**src/hdl/hvr_pkg.sv**
```systemverilog
// Shared constants and types for the high-voltage ramp controller
package hvr_pkg;

   localparam int LVL_W = 12;
   localparam int FRAC_SCALE_SH = 4;
   localparam logic [7:0] FRAC_LINEAR_LIM = 8'h10;
   localparam int SAFE_W = 8;
   localparam int NUM_SUP = 2;

   // Register byte offsets
   localparam logic [5:0] OFS_CTRL     = 6'h00;
   localparam logic [5:0] OFS_CMDLVL   = 6'h04;
   localparam logic [5:0] OFS_DEFLVL   = 6'h08;
   localparam logic [5:0] OFS_MAXLVL   = 6'h0c;
   localparam logic [5:0] OFS_INTERVAL = 6'h10;
   localparam logic [5:0] OFS_FRAC     = 6'h14;
   localparam logic [5:0] OFS_CONFIG   = 6'h18;
   localparam logic [5:0] OFS_SAFELVL  = 6'h1c;
   localparam logic [5:0] OFS_SMASK    = 6'h20;
   localparam logic [5:0] OFS_STATUS   = 6'h24;
   localparam logic [5:0] OFS_IRQSTAT  = 6'h28;
   localparam logic [5:0] OFS_IRQMASK  = 6'h2c;

   // Field positions
   localparam int CTRL_ON_BIT      = 0;
   localparam int CTRL_OFF_BIT     = 1;
   localparam int CMDLVL_USE_BIT   = 16;
   localparam int CFG_SUP_LSB      = 0;
   localparam int CFG_SENSOR_BIT   = 2;
   localparam int STAT_ACTIVE_BIT  = 0;
   localparam int STAT_RAMP_BIT    = 1;
   localparam int STAT_LIMIT_BIT   = 2;
   localparam int STAT_SET_LSB     = 4;
   localparam int STAT_REQ_LSB     = 16;
   localparam int IRQ_W            = 3;
   localparam int IRQ_REJECT_BIT   = 0;
   localparam int IRQ_REACHED_BIT  = 1;
   localparam int IRQ_TRIPOFF_BIT  = 2;

   // Reset values
   localparam logic [LVL_W-1:0] RST_DEFLVL   = 12'h000;
   localparam logic [LVL_W-1:0] RST_MAXLVL   = 12'h000;
   localparam logic [LVL_W-1:0] RST_SAFELVL  = 12'h000;
   localparam logic [7:0]       RST_INTERVAL = 8'h01;
   localparam logic [7:0]       RST_FRAC     = 8'h01;
   localparam logic [1:0]       RST_SUP_EN   = 2'h3;
   localparam logic [SAFE_W-1:0] RST_SMASK   = 8'h00;

   typedef struct packed {
      logic [LVL_W-1:0] level;
      logic             on;
      logic             arm;
   } hvr_supply_t;

   typedef enum logic [1:0] {
      HVR_OFF   = 2'b00,
      HVR_RAMP  = 2'b01,
      HVR_HOLD  = 2'b10
   } hvr_state_t;

endpackage

```
**src/hdl/hvr_ctrl.sv**
```systemverilog
// High-voltage supply set-point controller with Avalon-MM registers
//
// Contract
// - Turn-on target is the default level or the command's level argument.
// - A turn-on above the maximum level is rejected, setting unchanged.
// - No turn-on while the instrument is in the safe state.
// - No turn-on while any unmasked safety condition is active.
// - Target above set-point: raise by one step per step interval.
// - Target below set-point: load target at once.
// - Turn-off by command or safety trigger beats turn-on and ramp.
// - Step interval programmable in whole seconds, 1 to 255.
// - Fraction below 16 gives linear steps equal to the fraction.
// - Fraction 16 or more: step is difference*16/fraction, at least one.
// - Both supplies get the same level setting while both are on.
// - Configuration selects first, second or both; disabled supply stays off.
// - Sensor limit enabled and not dark: level limited to safe level.
// - Safety monitor may override the controller while a supply is active.
// - Each supply gets a level setting, an enable and an arm.
// - A supply is on only while its low-voltage supply is on.
// - Direct commands only in state_a, with same ramp and limit rules.
// - Safe-level limit is re-evaluated every cycle, without ramp delay.
`timescale 1ns/100ps
module hvr_ctrl
   import hvr_pkg::*;
(
   // Clock and reset
   input  wire logic              mclk_i,
   input  wire logic              nrst_i,
   // Avalon-MM slave
   input  wire logic [5:0]        avs_address_i,
   input  wire logic              avs_read_i,
   input  wire logic              avs_write_i,
   input  wire logic [31:0]       avs_writedata_i,
   input  wire logic [3:0]        avs_byteenable_i,
   output logic      [31:0]       avs_readdata_o,
   output logic                   avs_waitrequest_o,
   // Instrument state and tick
   input  wire logic              sec_tick_i,
   input  wire logic              safe_state_i,
   input  wire logic              state_a_i,
   input  wire logic              auto_on_i,
   input  wire logic              auto_off_i,
   // Safety and sensing
   input  wire logic [SAFE_W-1:0] safety_cond_i,
   input  wire logic              safety_trip_i,
   input  wire logic              dark_i,
   input  wire logic [1:0]        low_voltage_supply_on_i,
   // Supplies and interrupt
   output hvr_supply_t            supply_a_o,
   output hvr_supply_t            supply_b_o,
   output logic                   irq_o
);

   ////////////////////////////////////////////////////////////////////////////
   logic [LVL_W-1:0]  cmd_level_r;
   logic              use_cmd_level_r;
   logic [LVL_W-1:0]  default_target_level_r;
   logic [LVL_W-1:0]  max_allowed_level_r;
   logic [7:0]        ramp_step_interval_r;
   logic [7:0]        ramp_fraction_r;
   logic [1:0]        sup_sel_r;
   logic              sensor_limit_enable_r;
   logic [LVL_W-1:0]  safe_limit_level_r;
   logic [SAFE_W-1:0] safety_mask_r;
   logic [IRQ_W-1:0]  irq_stat_r;
   logic [IRQ_W-1:0]  irq_mask_r;
   hvr_state_t        state_r;
   logic [LVL_W-1:0]  requested_level_r;
   logic [LVL_W-1:0]  current_setpoint_r;
   logic [7:0]        sec_cnt_r;
   logic [LVL_W-1:0]  next_set;
   logic [LVL_W-1:0]  applied;
   logic [LVL_W-1:0]  target;
   logic [31:0]       rd_nxt;
   logic              acc;
   logic              wr_acc;
   logic              rd_acc;
   logic              cmd_on;
   logic              cmd_off;
   logic              turn_off;
   logic              on_req;
   logic              on_ok;
   logic              limited;
   logic              reached;
   logic [1:0]        lv_ok;
   logic [7:0]        interval;
   logic              step_due;
   logic [IRQ_W-1:0]  ev;

   ////////////////////////////////////////////////////////////////////////////
   // Bus handshake: one wait cycle, then accept
   assign acc    = (avs_read_i | avs_write_i) & ~avs_waitrequest_o;
   assign wr_acc = acc & avs_write_i;
   assign rd_acc = acc & avs_read_i;

   always_ff @(posedge mclk_i) begin
      if (!nrst_i) begin
         avs_waitrequest_o <= 1'b1;
      end else begin
         avs_waitrequest_o <= ~((avs_read_i | avs_write_i) & avs_waitrequest_o);
      end
   end

   always_comb begin
      rd_nxt = 32'h0000_0000;
      case (avs_address_i)
         OFS_CMDLVL: begin
            rd_nxt[LVL_W-1:0]     = cmd_level_r;
            rd_nxt[CMDLVL_USE_BIT] = use_cmd_level_r;
         end
         OFS_DEFLVL:   rd_nxt[LVL_W-1:0] = default_target_level_r;
         OFS_MAXLVL:   rd_nxt[LVL_W-1:0] = max_allowed_level_r;
         OFS_INTERVAL: rd_nxt[7:0] = ramp_step_interval_r;
         OFS_FRAC:     rd_nxt[7:0] = ramp_fraction_r;
         OFS_CONFIG: begin
            rd_nxt[CFG_SUP_LSB+1:CFG_SUP_LSB] = sup_sel_r;
            rd_nxt[CFG_SENSOR_BIT]            = sensor_limit_enable_r;
         end
         OFS_SAFELVL:  rd_nxt[LVL_W-1:0] = safe_limit_level_r;
         OFS_SMASK:    rd_nxt[SAFE_W-1:0] = safety_mask_r;
         OFS_STATUS: begin
            rd_nxt[STAT_ACTIVE_BIT]                 = (state_r != HVR_OFF);
            rd_nxt[STAT_RAMP_BIT]                   = (state_r == HVR_RAMP);
            rd_nxt[STAT_LIMIT_BIT]                  = limited;
            rd_nxt[STAT_SET_LSB+LVL_W-1:STAT_SET_LSB] = current_setpoint_r;
            rd_nxt[STAT_REQ_LSB+LVL_W-1:STAT_REQ_LSB] = requested_level_r;
         end
         OFS_IRQSTAT:  rd_nxt[IRQ_W-1:0] = irq_stat_r;
         OFS_IRQMASK:  rd_nxt[IRQ_W-1:0] = irq_mask_r;
         default:      rd_nxt = 32'h0000_0000;
      endcase
   end

   // Data is latched in the wait cycle so it stands at the accept edge
   always_ff @(posedge mclk_i) begin
      if (!nrst_i) begin
         avs_readdata_o <= 32'h0000_0000;
      end else if (avs_read_i & avs_waitrequest_o) begin
         avs_readdata_o <= rd_nxt;
      end
   end

   ////////////////////////////////////////////////////////////////////////////
   // Parameter registers, written only when all four byte lanes are enabled
   always_ff @(posedge mclk_i) begin
      if (!nrst_i) begin
         cmd_level_r            <= '0;
         use_cmd_level_r        <= 1'b0;
         default_target_level_r <= RST_DEFLVL;
         max_allowed_level_r    <= RST_MAXLVL;
         ramp_step_interval_r   <= RST_INTERVAL;
         ramp_fraction_r        <= RST_FRAC;
         sup_sel_r              <= RST_SUP_EN;
         sensor_limit_enable_r  <= 1'b0;
         safe_limit_level_r     <= RST_SAFELVL;
         safety_mask_r          <= RST_SMASK;
         irq_mask_r             <= '0;
      end else if (wr_acc && avs_byteenable_i == 4'hf) begin
         case (avs_address_i)
            OFS_CMDLVL: begin
               cmd_level_r     <= avs_writedata_i[LVL_W-1:0];
               use_cmd_level_r <= avs_writedata_i[CMDLVL_USE_BIT];
            end
            OFS_DEFLVL:   default_target_level_r <= avs_writedata_i[LVL_W-1:0];
            OFS_MAXLVL:   max_allowed_level_r    <= avs_writedata_i[LVL_W-1:0];
            OFS_INTERVAL: begin
               // Zero would step on every tick, same as one; store it as one second
               ramp_step_interval_r <= (avs_writedata_i[7:0] == 8'h00) ?
                                       8'h01 : avs_writedata_i[7:0];
            end
            OFS_FRAC:     ramp_fraction_r <= avs_writedata_i[7:0];
            OFS_CONFIG: begin
               sup_sel_r             <= avs_writedata_i[CFG_SUP_LSB+1:CFG_SUP_LSB];
               sensor_limit_enable_r <= avs_writedata_i[CFG_SENSOR_BIT];
            end
            OFS_SAFELVL:  safe_limit_level_r <= avs_writedata_i[LVL_W-1:0];
            OFS_SMASK:    safety_mask_r      <= avs_writedata_i[SAFE_W-1:0];
            OFS_IRQMASK:  irq_mask_r         <= avs_writedata_i[IRQ_W-1:0];
            default: begin
            end
         endcase
      end
   end

   ////////////////////////////////////////////////////////////////////////////
   // Turn-on and turn-off decisions
   assign cmd_on   = wr_acc & (avs_address_i == OFS_CTRL) &
                     avs_writedata_i[CTRL_ON_BIT] & state_a_i;
   assign cmd_off  = wr_acc & (avs_address_i == OFS_CTRL) &
                     avs_writedata_i[CTRL_OFF_BIT] & state_a_i;
   assign turn_off = cmd_off | auto_off_i | safety_trip_i;
   assign on_req   = cmd_on | auto_on_i;
   assign target   = (cmd_on & use_cmd_level_r) ? cmd_level_r :
                     default_target_level_r;
   assign lv_ok    = sup_sel_r & low_voltage_supply_on_i;
   assign on_ok    = (target <= max_allowed_level_r) &
                     ~safe_state_i &
                     ((safety_cond_i & ~safety_mask_r) == '0) &
                     (lv_ok != 2'b00);
   assign interval = ramp_step_interval_r;
   assign step_due = sec_tick_i & ((sec_cnt_r + 8'h01) >= interval);

   hvr_step_calc u_step (
      .req_i  (requested_level_r),
      .set_i  (current_setpoint_r),
      .frac_i (ramp_fraction_r),
      .next_o (next_set)
   );

   always_ff @(posedge mclk_i) begin
      if (!nrst_i) begin
         state_r            <= HVR_OFF;
         requested_level_r  <= '0;
         current_setpoint_r <= '0;
         sec_cnt_r          <= 8'h00;
      end else if (turn_off) begin
         state_r            <= HVR_OFF;
         requested_level_r  <= '0;
         current_setpoint_r <= '0;
         sec_cnt_r          <= 8'h00;
      end else if (on_req && on_ok) begin
         requested_level_r <= target;
         sec_cnt_r         <= 8'h00;
         if (target < current_setpoint_r || state_r == HVR_OFF && target == '0) begin
            current_setpoint_r <= target;
            state_r            <= HVR_HOLD;
         end else begin
            state_r <= (target == current_setpoint_r) ? HVR_HOLD : HVR_RAMP;
         end
      end else begin
         case (state_r)
            HVR_RAMP: begin
               if (sec_tick_i) begin
                  sec_cnt_r <= step_due ? 8'h00 : sec_cnt_r + 8'h01;
               end
               if (step_due) begin
                  current_setpoint_r <= next_set;
                  if (next_set == requested_level_r) begin
                     state_r <= HVR_HOLD;
                  end
               end
            end
            HVR_HOLD: begin
               sec_cnt_r <= 8'h00;
            end
            default: begin
               sec_cnt_r <= 8'h00;
            end
         endcase
      end
   end

   ////////////////////////////////////////////////////////////////////////////
   // Output level; limit is applied every cycle, outside the ramp
   assign limited = sensor_limit_enable_r & ~dark_i &
                    (current_setpoint_r > safe_limit_level_r);
   assign applied = limited ? safe_limit_level_r : current_setpoint_r;

   hvr_supply_drv u_sup_a (
      .mclk_i   (mclk_i),
      .nrst_i   (nrst_i),
      .sel_i    (sup_sel_r[0]),
      .lv_on_i  (low_voltage_supply_on_i[0]),
      .active_i (state_r != HVR_OFF),
      .level_i  (applied),
      .sup_o    (supply_a_o)
   );

   hvr_supply_drv u_sup_b (
      .mclk_i   (mclk_i),
      .nrst_i   (nrst_i),
      .sel_i    (sup_sel_r[1]),
      .lv_on_i  (low_voltage_supply_on_i[1]),
      .active_i (state_r != HVR_OFF),
      .level_i  (applied),
      .sup_o    (supply_b_o)
   );

   ////////////////////////////////////////////////////////////////////////////
   // Interrupts: sticky, cleared by a read; a new event beats the clear
   assign reached = (state_r == HVR_RAMP) & step_due & ~turn_off &
                    ~(on_req & on_ok) & (next_set == requested_level_r);
   assign ev[IRQ_REJECT_BIT]  = on_req & ~on_ok & ~turn_off;
   assign ev[IRQ_REACHED_BIT] = reached;
   assign ev[IRQ_TRIPOFF_BIT] = safety_trip_i & (state_r != HVR_OFF);

   always_ff @(posedge mclk_i) begin
      if (!nrst_i) begin
         irq_stat_r <= '0;
      end else if (rd_acc && avs_address_i == OFS_IRQSTAT) begin
         irq_stat_r <= ev;
      end else begin
         irq_stat_r <= irq_stat_r | ev;
      end
   end

   always_ff @(posedge mclk_i) begin
      if (!nrst_i) begin
         irq_o <= 1'b0;
      end else begin
         irq_o <= |((irq_stat_r | ev) & ~irq_mask_r);
      end
   end

   ////////////////////////////////////////////////////////////////////////////
   // Checks
   a_over_max_reject: assert property (@(posedge mclk_i) disable iff (!nrst_i)
      (on_req && !turn_off && target > max_allowed_level_r)
      |=> $stable(requested_level_r))
      else $error("turn-on above maximum changed the request");

   a_safe_state_block: assert property (@(posedge mclk_i) disable iff (!nrst_i)
      (state_r == HVR_OFF && safe_state_i) |=> state_r == HVR_OFF)
      else $error("turn-on accepted in safe state");

   a_safety_cond_block: assert property (@(posedge mclk_i) disable iff (!nrst_i)
      (state_r == HVR_OFF && (safety_cond_i & ~safety_mask_r) != '0)
      |=> state_r == HVR_OFF)
      else $error("turn-on accepted with active safety condition");

   a_off_wins: assert property (@(posedge mclk_i) disable iff (!nrst_i)
      turn_off |=> state_r == HVR_OFF && current_setpoint_r == '0
                   ##1 !supply_a_o.on && !supply_b_o.on)
      else $error("turn-off did not take effect");

   a_decrease_at_once: assert property (@(posedge mclk_i) disable iff (!nrst_i)
      (on_req && on_ok && !turn_off && target < current_setpoint_r)
      |=> current_setpoint_r == $past(target))
      else $error("decrease was not immediate");

   a_step_no_overshoot: assert property (@(posedge mclk_i) disable iff (!nrst_i)
      state_r != HVR_OFF |-> current_setpoint_r <= requested_level_r)
      else $error("set-point passed the request");

   a_ramp_on_tick: assert property (@(posedge mclk_i) disable iff (!nrst_i)
      (state_r == HVR_RAMP && !sec_tick_i && !turn_off && !on_req)
      |=> $stable(current_setpoint_r))
      else $error("set-point moved between intervals");

   a_same_level: assert property (@(posedge mclk_i) disable iff (!nrst_i)
      (supply_a_o.on && supply_b_o.on) |-> supply_a_o.level == supply_b_o.level)
      else $error("supplies driven to different levels");

   a_lv_gate: assert property (@(posedge mclk_i) disable iff (!nrst_i)
      !low_voltage_supply_on_i[0] |=> !supply_a_o.on && !supply_a_o.arm)
      else $error("supply on without low-voltage supply");

   a_sensor_limit: assert property (@(posedge mclk_i) disable iff (!nrst_i)
      (sensor_limit_enable_r && !dark_i && sup_sel_r[0] && low_voltage_supply_on_i[0])
      |=> supply_a_o.level <= $past(safe_limit_level_r))
      else $error("level above safe limit without dark");

   a_cmd_state_a: assert property (@(posedge mclk_i) disable iff (!nrst_i)
      (state_r == HVR_OFF && !state_a_i && !auto_on_i) |=> state_r == HVR_OFF)
      else $error("direct command accepted outside state_a");

endmodule

```
**src/hdl/hvr_step_calc.sv**
```systemverilog
// Ramp step computation with clamp at the requested level
`timescale 1ns/100ps
module hvr_step_calc
   import hvr_pkg::*;
(
   // Levels
   input  wire logic [LVL_W-1:0] req_i,
   input  wire logic [LVL_W-1:0] set_i,
   input  wire logic [7:0]       frac_i,
   // Result
   output logic      [LVL_W-1:0] next_o
);

   logic [LVL_W+FRAC_SCALE_SH-1:0] diff_sc;
   logic [LVL_W+FRAC_SCALE_SH-1:0] quot;
   logic [LVL_W:0]                 sum;
   logic [LVL_W-1:0]               step;

   always_comb begin
      diff_sc = {{FRAC_SCALE_SH{1'b0}}, req_i - set_i} << FRAC_SCALE_SH;
      quot    = '0;
      if (frac_i < FRAC_LINEAR_LIM) begin
         step = {{(LVL_W-8){1'b0}}, frac_i};
      end else begin
         quot = diff_sc / {{(LVL_W+FRAC_SCALE_SH-8){1'b0}}, frac_i};
         step = (quot[LVL_W+FRAC_SCALE_SH-1:LVL_W] != '0) ? '1 : quot[LVL_W-1:0];
         if (step == '0) begin
            step = {{(LVL_W-1){1'b0}}, 1'b1};
         end
      end
      sum = {1'b0, set_i} + {1'b0, step};
      // Never carry past the requested level
      next_o = (sum > {1'b0, req_i}) ? req_i : sum[LVL_W-1:0];
   end

endmodule

```
**src/hdl/hvr_supply_drv.sv**
```systemverilog
// Registered drive of one supply: level, enable and arm
`timescale 1ns/100ps
module hvr_supply_drv
   import hvr_pkg::*;
(
   // Clock and reset
   input  wire logic             mclk_i,
   input  wire logic             nrst_i,
   // Control
   input  wire logic             sel_i,
   input  wire logic             lv_on_i,
   input  wire logic             active_i,
   input  wire logic [LVL_W-1:0] level_i,
   // Supply
   output hvr_supply_t           sup_o
);

   always_ff @(posedge mclk_i) begin
      if (!nrst_i) begin
         sup_o <= '0;
      end else begin
         sup_o.arm   <= sel_i & lv_on_i & active_i;
         sup_o.on    <= sel_i & lv_on_i & active_i;
         sup_o.level <= (sel_i & lv_on_i & active_i) ? level_i : '0;
      end
   end

endmodule

```
**config.mk**
```make
export PLATFORM = sky130hd
export DESIGN_NAME = hvr_ctrl
export DESIGN_NICKNAME = d
export VERILOG_FILES = /design/src/hdl/hvr_pkg.sv /design/src/hdl/hvr_ctrl.sv /design/src/hdl/hvr_step_calc.sv /design/src/hdl/hvr_supply_drv.sv
export SDC_FILE = /design/constraint.sdc
export NUM_CORES = 1
export LEC_CHECK = 0
export BUFFER_PORTS_ARGS = -buffer_cell sky130_fd_sc_hd__buf_2
export CORE_MARGIN = 2
export CORE_UTILIZATION = 67
export DETAILED_ROUTE_END_ITERATION = 8
export PLACE_DENSITY_LB_ADDON = 0.25
export SYNTH_ARGS = -nofsm -noshare
export SYNTH_HDL_FRONTEND = slang
export SYNTH_SLANG_ARGS = --single-unit
```
**constraint.sdc**
```tcl
create_clock -name mclk_i -period 52.3 [get_ports mclk_i]
set_clock_uncertainty 0.15 [all_clocks]
set_input_delay 7.845 -clock mclk_i [delete_from_list [all_inputs] [get_ports mclk_i]]
set_output_delay 7.845 -clock mclk_i [all_outputs]
set_load 0.01 [all_outputs]
```
==> results of run 1 <==
==> area by class of cell <==
type                            instances  area, sq um
Inverter                              123          462
Clock inverter                         15          173
Timing Repair Buffer                  116          618
Sequential cell                       172         3440
Fill cell                            1829         6150
Clock buffer                           17          425
Multi-Input combinational cell       1684        11900
Tap cell                              319          399
==> sequential cells by signal, indices dropped and copies added (netlist names), 12 cells and up <==
register,flops
max_allowed_level_r,12
cmd_level_r,12
requested_level_r,12
avs_readdata_o,28
safe_limit_level_r,12
u_sup_b.sup_o,13
default_target_level_r,12
u_sup_a.sup_o,13
current_setpoint_r,12
==> kinds of logic after synthesis <==
logic type | Yosys count
and+or+nand+nor | 719
AOI/OAI and AO/OA | 572
buffers and inverters | 215
adders and majority gates | 181
DFF | 172
muxes | 115
xor gates and xnor gates | 93
other | 1
==> stage by stage <==
step / instance area (sq um) / hold slack (ns) / utilization / instances
final: 17400 / 0.316 / 0.739 / 2446
after global routing: 17400 / 0.338 / 0.739 / 2446
after CTS: 17400 / 0.313 / 0.739 / 2446
after detailed placement: 16800 / 0.299 / 0.713 / 2414
after global placement: 16800 / 0.285 / 0.713 / 2414
after floorplan: 16100 / 0.303 / - / 2071
==> synthesized netlist by cell type, types with 16 or more instances <==
| library cell | instances | area [sq um] |
|---|---|---|
| a21o_1 | 53 | 398 |
| inv_1 | 122 | 458 |
| xnor2_1 | 57 | 499 |
| clkbuf_1 | 72 | 270 |
| nand4_1 | 30 | 188 |
| a21oi_1 | 113 | 566 |
| a21boi_0 | 78 | 586 |
| nand2_1 | 217 | 815 |
| nor3_1 | 49 | 245 |
| a211oi_1 | 22 | 165 |
| nor2_1 | 189 | 709 |
| nor2b_1 | 53 | 332 |
| o21ai_0 | 70 | 350 |
| and2_1 | 16 | 100 |
| nand3_1 | 49 | 245 |
| nand2b_1 | 30 | 188 |
| dfxtp_1 | 172 | 3440 |
| o211ai_1 | 18 | 135 |
| o21a_1 | 44 | 330 |
| xor2_1 | 36 | 315 |
| mux2_2 | 16 | 180 |
| o31ai_1 | 16 | 120 |
| mux2i_1 | 93 | 931 |
| ha_1 | 178 | 2230 |
==> routing by layer <==
layer,global-route usage,vias up,share of wire
met3,0.0599,209,0.073
li1,-,7586,-
met5,0,-,0
met4,0.201,0,0.054
met1,0.424,7550,0.39
met2,0.640,831,0.48
==> path summary, 6_finish.rpt <==
path | start | to | slack, ns | cells past startpoint
max | current_setpoint_r[8] | state_r[1] | 11.16 | 169
min | avs_waitrequest_o | avs_waitrequest_o | 0.32 | 1
max reg2reg | current_setpoint_r[8] | state_r[1] | 11.16 | 169
min reg2reg | avs_waitrequest_o | avs_waitrequest_o | 0.32 | 1
==> out/metrics.yaml, run 1 <==
placement:
  gp_congestion: 0.974
  dp_slack_ns: 12.17
  dp_hpwl_um: 35800
  portBuffers: 101
timing:
  slew_violations: 0
  slew_headroom: 0.0945
  tns_ns: 0
  rsz0062_at_grt: "no"
  setup-violations-final: 0
  hold_violations: 0
  fin_crit_ns: 41.14
  setup_slack_ns: 11.16
  finalCritPeriodShare: 0.787
  max_freq_ghz: 0.0243
  tightest_slew_ns: 1.32
drt:
  firstDrtPassIters: 9
  avgViaCountPerCell: 6.61
  drc: 1
  antenna_left: 0
  dr.first_iter.drc_count: 1524
  avgRoutedWirePerCell_um: 19.5
  vias: 16200
  drt_wl_total_um: 47800
grt:
  grt_pass1_wl_um: 77100
  track_usage: 0.365
  grt_max_degree: 115
  antenna_found_initial: 0
  grt_pass1_vias: 15700
  grt_overflow: 0
cts:
  worstSkewPairLatency_ns: 0.44
  htree_levels: 4
  cts_tree: "done"
  cts_resized: 0
  cts.sinks: 172
  clock_path_buffers: 2
  cts_made_buffers: 17
  postCtsSetupRepairBufs: 0
  clk_pin_slew_ns: 0.07
  clockRootBuffer: "clkbuf_16"
  cts_hold_buf: 0
logic_synthesis:
  synth-simple-area-share: 0.216
  synth-warning-count: 0
  synth_area_sq_um: 16100
  synth_top_family_by_area: "compound AO/OA/AOI/OAI gates"
  syn_inst: 2068
  synth.distinct_cells: 106
  synth_compound_area_frac: 0.250
  synth_seq_area_share: 0.213
  synth.mux.area_fraction: 0.0744
  async_reset_ff_frac: 0
  synth.avg_cell_area_sq_um: 7.80
  synthAdderAreaFrac: 0.142
  ys.flop_type: "dfxtp_1"
  synth_edf_count: 0
  synth_xor_area_frac: 0.0505
  ys_ff_latch: 172
worst_setup_path:
  crit_arrival_ns: 41.32
  crit_buf_inv: 5
  crit_path_start_kind: "flop"
  cp-end-kind: "flop"
  timing.critical_path.mode_cell: "a21oi_1"
  cpMaxStageDelayCell: "o21ai_1"
  critical-path-max-stage-delay_ns: 0.87
  worstSetupPathType: "reg -> reg"
  critPathMaxFanout: 15
  crit_family: "compound AO/OA/AOI/OAI gates"
  cp_data_required_time_ns: 52.48
die:
  die_w_um: 159
  initial_core_util: 0.685
  die-area_sq_um: 25300
  core.rowCount: 56
  fp.dieH_um: 159
  io_pins: 125
  core_region_area_sq_um: 23500
cells_and_area:
  drive_gt1_frac: 0.0997
  final_common_cell: "nand2_1"
  area_growth_pct: 7.79
  antenna-diode-count: 0
  fin_nets: 2358
  final_cell_mix: "nand2_1 (217), nor2_1 (189), ha_1 (178), dfxtp_1 (172), inv_1 (122)"
run_status:
  violations: "design-rule violations"
  status: "finished, violations left"
run:
  drv_cap: 0
worst_hold_path:
  hold_path_class: "reg -> reg"
Power of run 1 is left out: the tool's default activity adds up to more than one toggle a clock period on the data nets, which glitch-free logic cannot reach.
==> inputs of run 2 (changes only) <==
Settings changed: ABC_AREA set to 1, CORE_UTILIZATION 67 to 56.
Clock period 52.3 ns to 33.4 ns, I/O delays scaled along.
==> run 2 against run 1 <==
  * The run now ends clean
  * Global-route usage shrank 4.5 points
  * Synthesized area down 4.7%
  * First-iteration DRC count is 14% lower
  * Flip-flop and latch count stayed put
  * Register-to-register slack worse by 9.1 ns
  * Highest routed layer unchanged
==> out/metrics.yaml, run 2 <==
run_status:
  status: "completed"
cells_and_area:
  antenna-diode-count: 0
  fin_area_sq_um: 17900
  area_growth_pct: 16.3
  utilization: 0.664
  fin_nets: 2737
  final_cell_mix: "nand2_1 (434), inv_1 (315), o21ai_0 (218), a21oi_1 (185), nor2_1 (178)"
  largest_reg_flops: 28
  final_common_cell: "nand2_1"
  top_register: "avs_readdata_o"
  top_regs: "avs_readdata_o: 28 flops, u_sup_a.sup_o: 13 flops, u_sup_b.sup_o: 13 flops"
  drive_gt1_frac: 0.176
drt:
  drt_wl_total_um: 48700
  firstDrtPassIters: 6
  avgRoutedWirePerCell_um: 17.1
  avgViaCountPerCell: 5.82
  dr.first_iter.drc_count: 1304
  antenna_left: 0
  drc: 0
  vias: 16600
grt:
  track_usage: 0.320
  grt_max_degree: 101
  grt_pass1_wl_um: 74400
  antenna_found_initial: 0
  grt_overflow: 0
  grt_pass1_vias: 14900
logic_synthesis:
  syn_inst: 2316
  synth.distinct_cells: 61
  synth_edf_count: 0
  synth_common_cells: "nand2_1 (437), inv_1 (325), o21ai_0 (240)"
  synth_most_common_cell: "nand2_1"
  yosys-top-cells-area: "dfxtp_1 (22%), ha_1 (14%), nand2_1 (11%)"
  ys.flop_type: "dfxtp_1"
  ys_ff_latch: 172
  synth_area_sq_um: 15400
  async_reset_ff_frac: 0
  synth.avg_cell_area_sq_um: 6.64
  synth_seq_area_share: 0.224
  synth_top_area_frac: 0.224
  synth-warning-count: 0
  synth_top_area_cell: "dfxtp_1"
cts:
  worstSkewPairLatency_ns: 0.44
  clockRootBuffer: "clkbuf_16"
  cts_made_buffers: 17
  htree_levels: 4
  clk_pin_slew_ns: 0.08
  clock_path_buffers: 2
  cts.sinks: 172
  cts_tree: "done"
timing:
  tightest_slew_ns: 1.12
  setup-violations-final: 0
  fin_crit_ns: 31.38
  max_freq_ghz: 0.0319
  finalCritPeriodShare: 0.939
  hold_violations: 0
  slew_violations: 0
  tns_ns: 0
  slew_headroom: 0.251
die:
  initial_core_util: 0.571
  die-area_sq_um: 28800
  fp.dieH_um: 170
  io_pins: 125
  die_w_um: 170
  core.rowCount: 60
  core_region_area_sq_um: 27000
placement:
  portBuffers: 101
  dp_hpwl_um: 36600
  placed_area_sq_um: 16500
  gp_congestion: 0.961
worst_setup_path:
  cpMaxStageDelayCell: "dfxtp_4"
  crit_arrival_ns: 31.60
  cp-end-kind: "flop"
  crit_path_start_kind: "flop"
  cp_data_required_time_ns: 33.62
  critPathMaxFanout: 11
  critical-path-max-stage-delay_ns: 0.41
  worstSetupPathType: "reg -> reg"
  timing.critical_path.mode_cell: "nand2_1"
run:
  drv_cap: 0
worst_hold_path:
  hold_path_class: "reg -> reg"
## run 2: cell types whose count changed after synthesis, sizes merged, moves of 33 or more
| cell | previous run | this run |
|---|---|---|
| o21a | 44 | 5 |
| a21o | 53 | 20 |
| inv | 123 | 344 |
| nand3 | 50 | 116 |
| nand2 | 218 | 474 |
| nor2b | 53 | 0 |
| mux2i | 94 | 1 |
| a21boi | 83 | 1 |
| o21ai | 84 | 257 |
| a21oi | 113 | 198 |
## run 2: worst max-delay path: cells and delay by family, from the launching register on
family | cells | cell delay [ns]
AND/OR/NAND/NOR | 107 | 9.78
flip-flops | 1 | 0.41
adder cells (fa/ha/maj) | 19 | 5.46
buffers and inverters | 42 | 3.67
XOR/XNOR | 1 | 0.26
AO/OA/AOI/OAI | 76 | 11.38
multiplexers | 1 | 0.16
## run 2: path summary, 6_finish.rpt
kind,slack [ns],cells after the start,start,to
setup / recovery,2.02,246,current_setpoint_r[4],irq_o
hold / removal,0.32,2,cmd_level_r[10],cmd_level_r[10]
setup reg to reg,2.02,246,current_setpoint_r[4],irq_o
hold reg to reg,0.32,2,cmd_level_r[10],cmd_level_r[10]
## run 2: kinds of logic after synthesis
group | after synthesis | synth area share
buf+inv | 414 | 0.104
flops | 172 | 0.224
simple gates | 877 | 0.261
compound gates | 593 | 0.218
fa+ha+maj | 181 | 0.149
other cells | 1 | 0.000244
mux | 2 | 0.00138
xor+xnor | 76 | 0.0433
## run 2: per-stage QoR
step                hold WS, ns  setup slack, ns  instances
finish                    0.320             2.02       2847
detailed placement        0.306            0.277       2765
CTS                       0.318            0.104       2797
global route              0.346           -0.657       2847
global placement          0.297             1.08       2765
floorplan                 0.287             3.40       2319
## run 2: cell type report
type,instances,area [sq um]
tap,341,427
clock inverter,15,194
sequential,172,3470
clock buffer,17,425
multi-input combinational,1734,10700
timing repair inverter,1,7.51
inverter,352,1350
timing repair buffer,215,1360
fill,2341,9050
## run 2: routing by layer
metal | wire length [um] | track usage | up-vias
li1 | - | - | 8084
met1 | 19600 | 0.393 | 7605
met2 | 23000 | 0.563 | 714
met3 | 3850 | 0.0464 | 177
met4 | 2270 | 0.130 | 0
met5 | 0 | 0 | -
## run 2: repair_timing
action                     4_1_cts  5_1_grt
setup buffers                    0       47
hold buffers                     0        0
gates resized for setup          0      112
setup endpoints to repair        0       16
Power of run 2 is left out for the same reason.
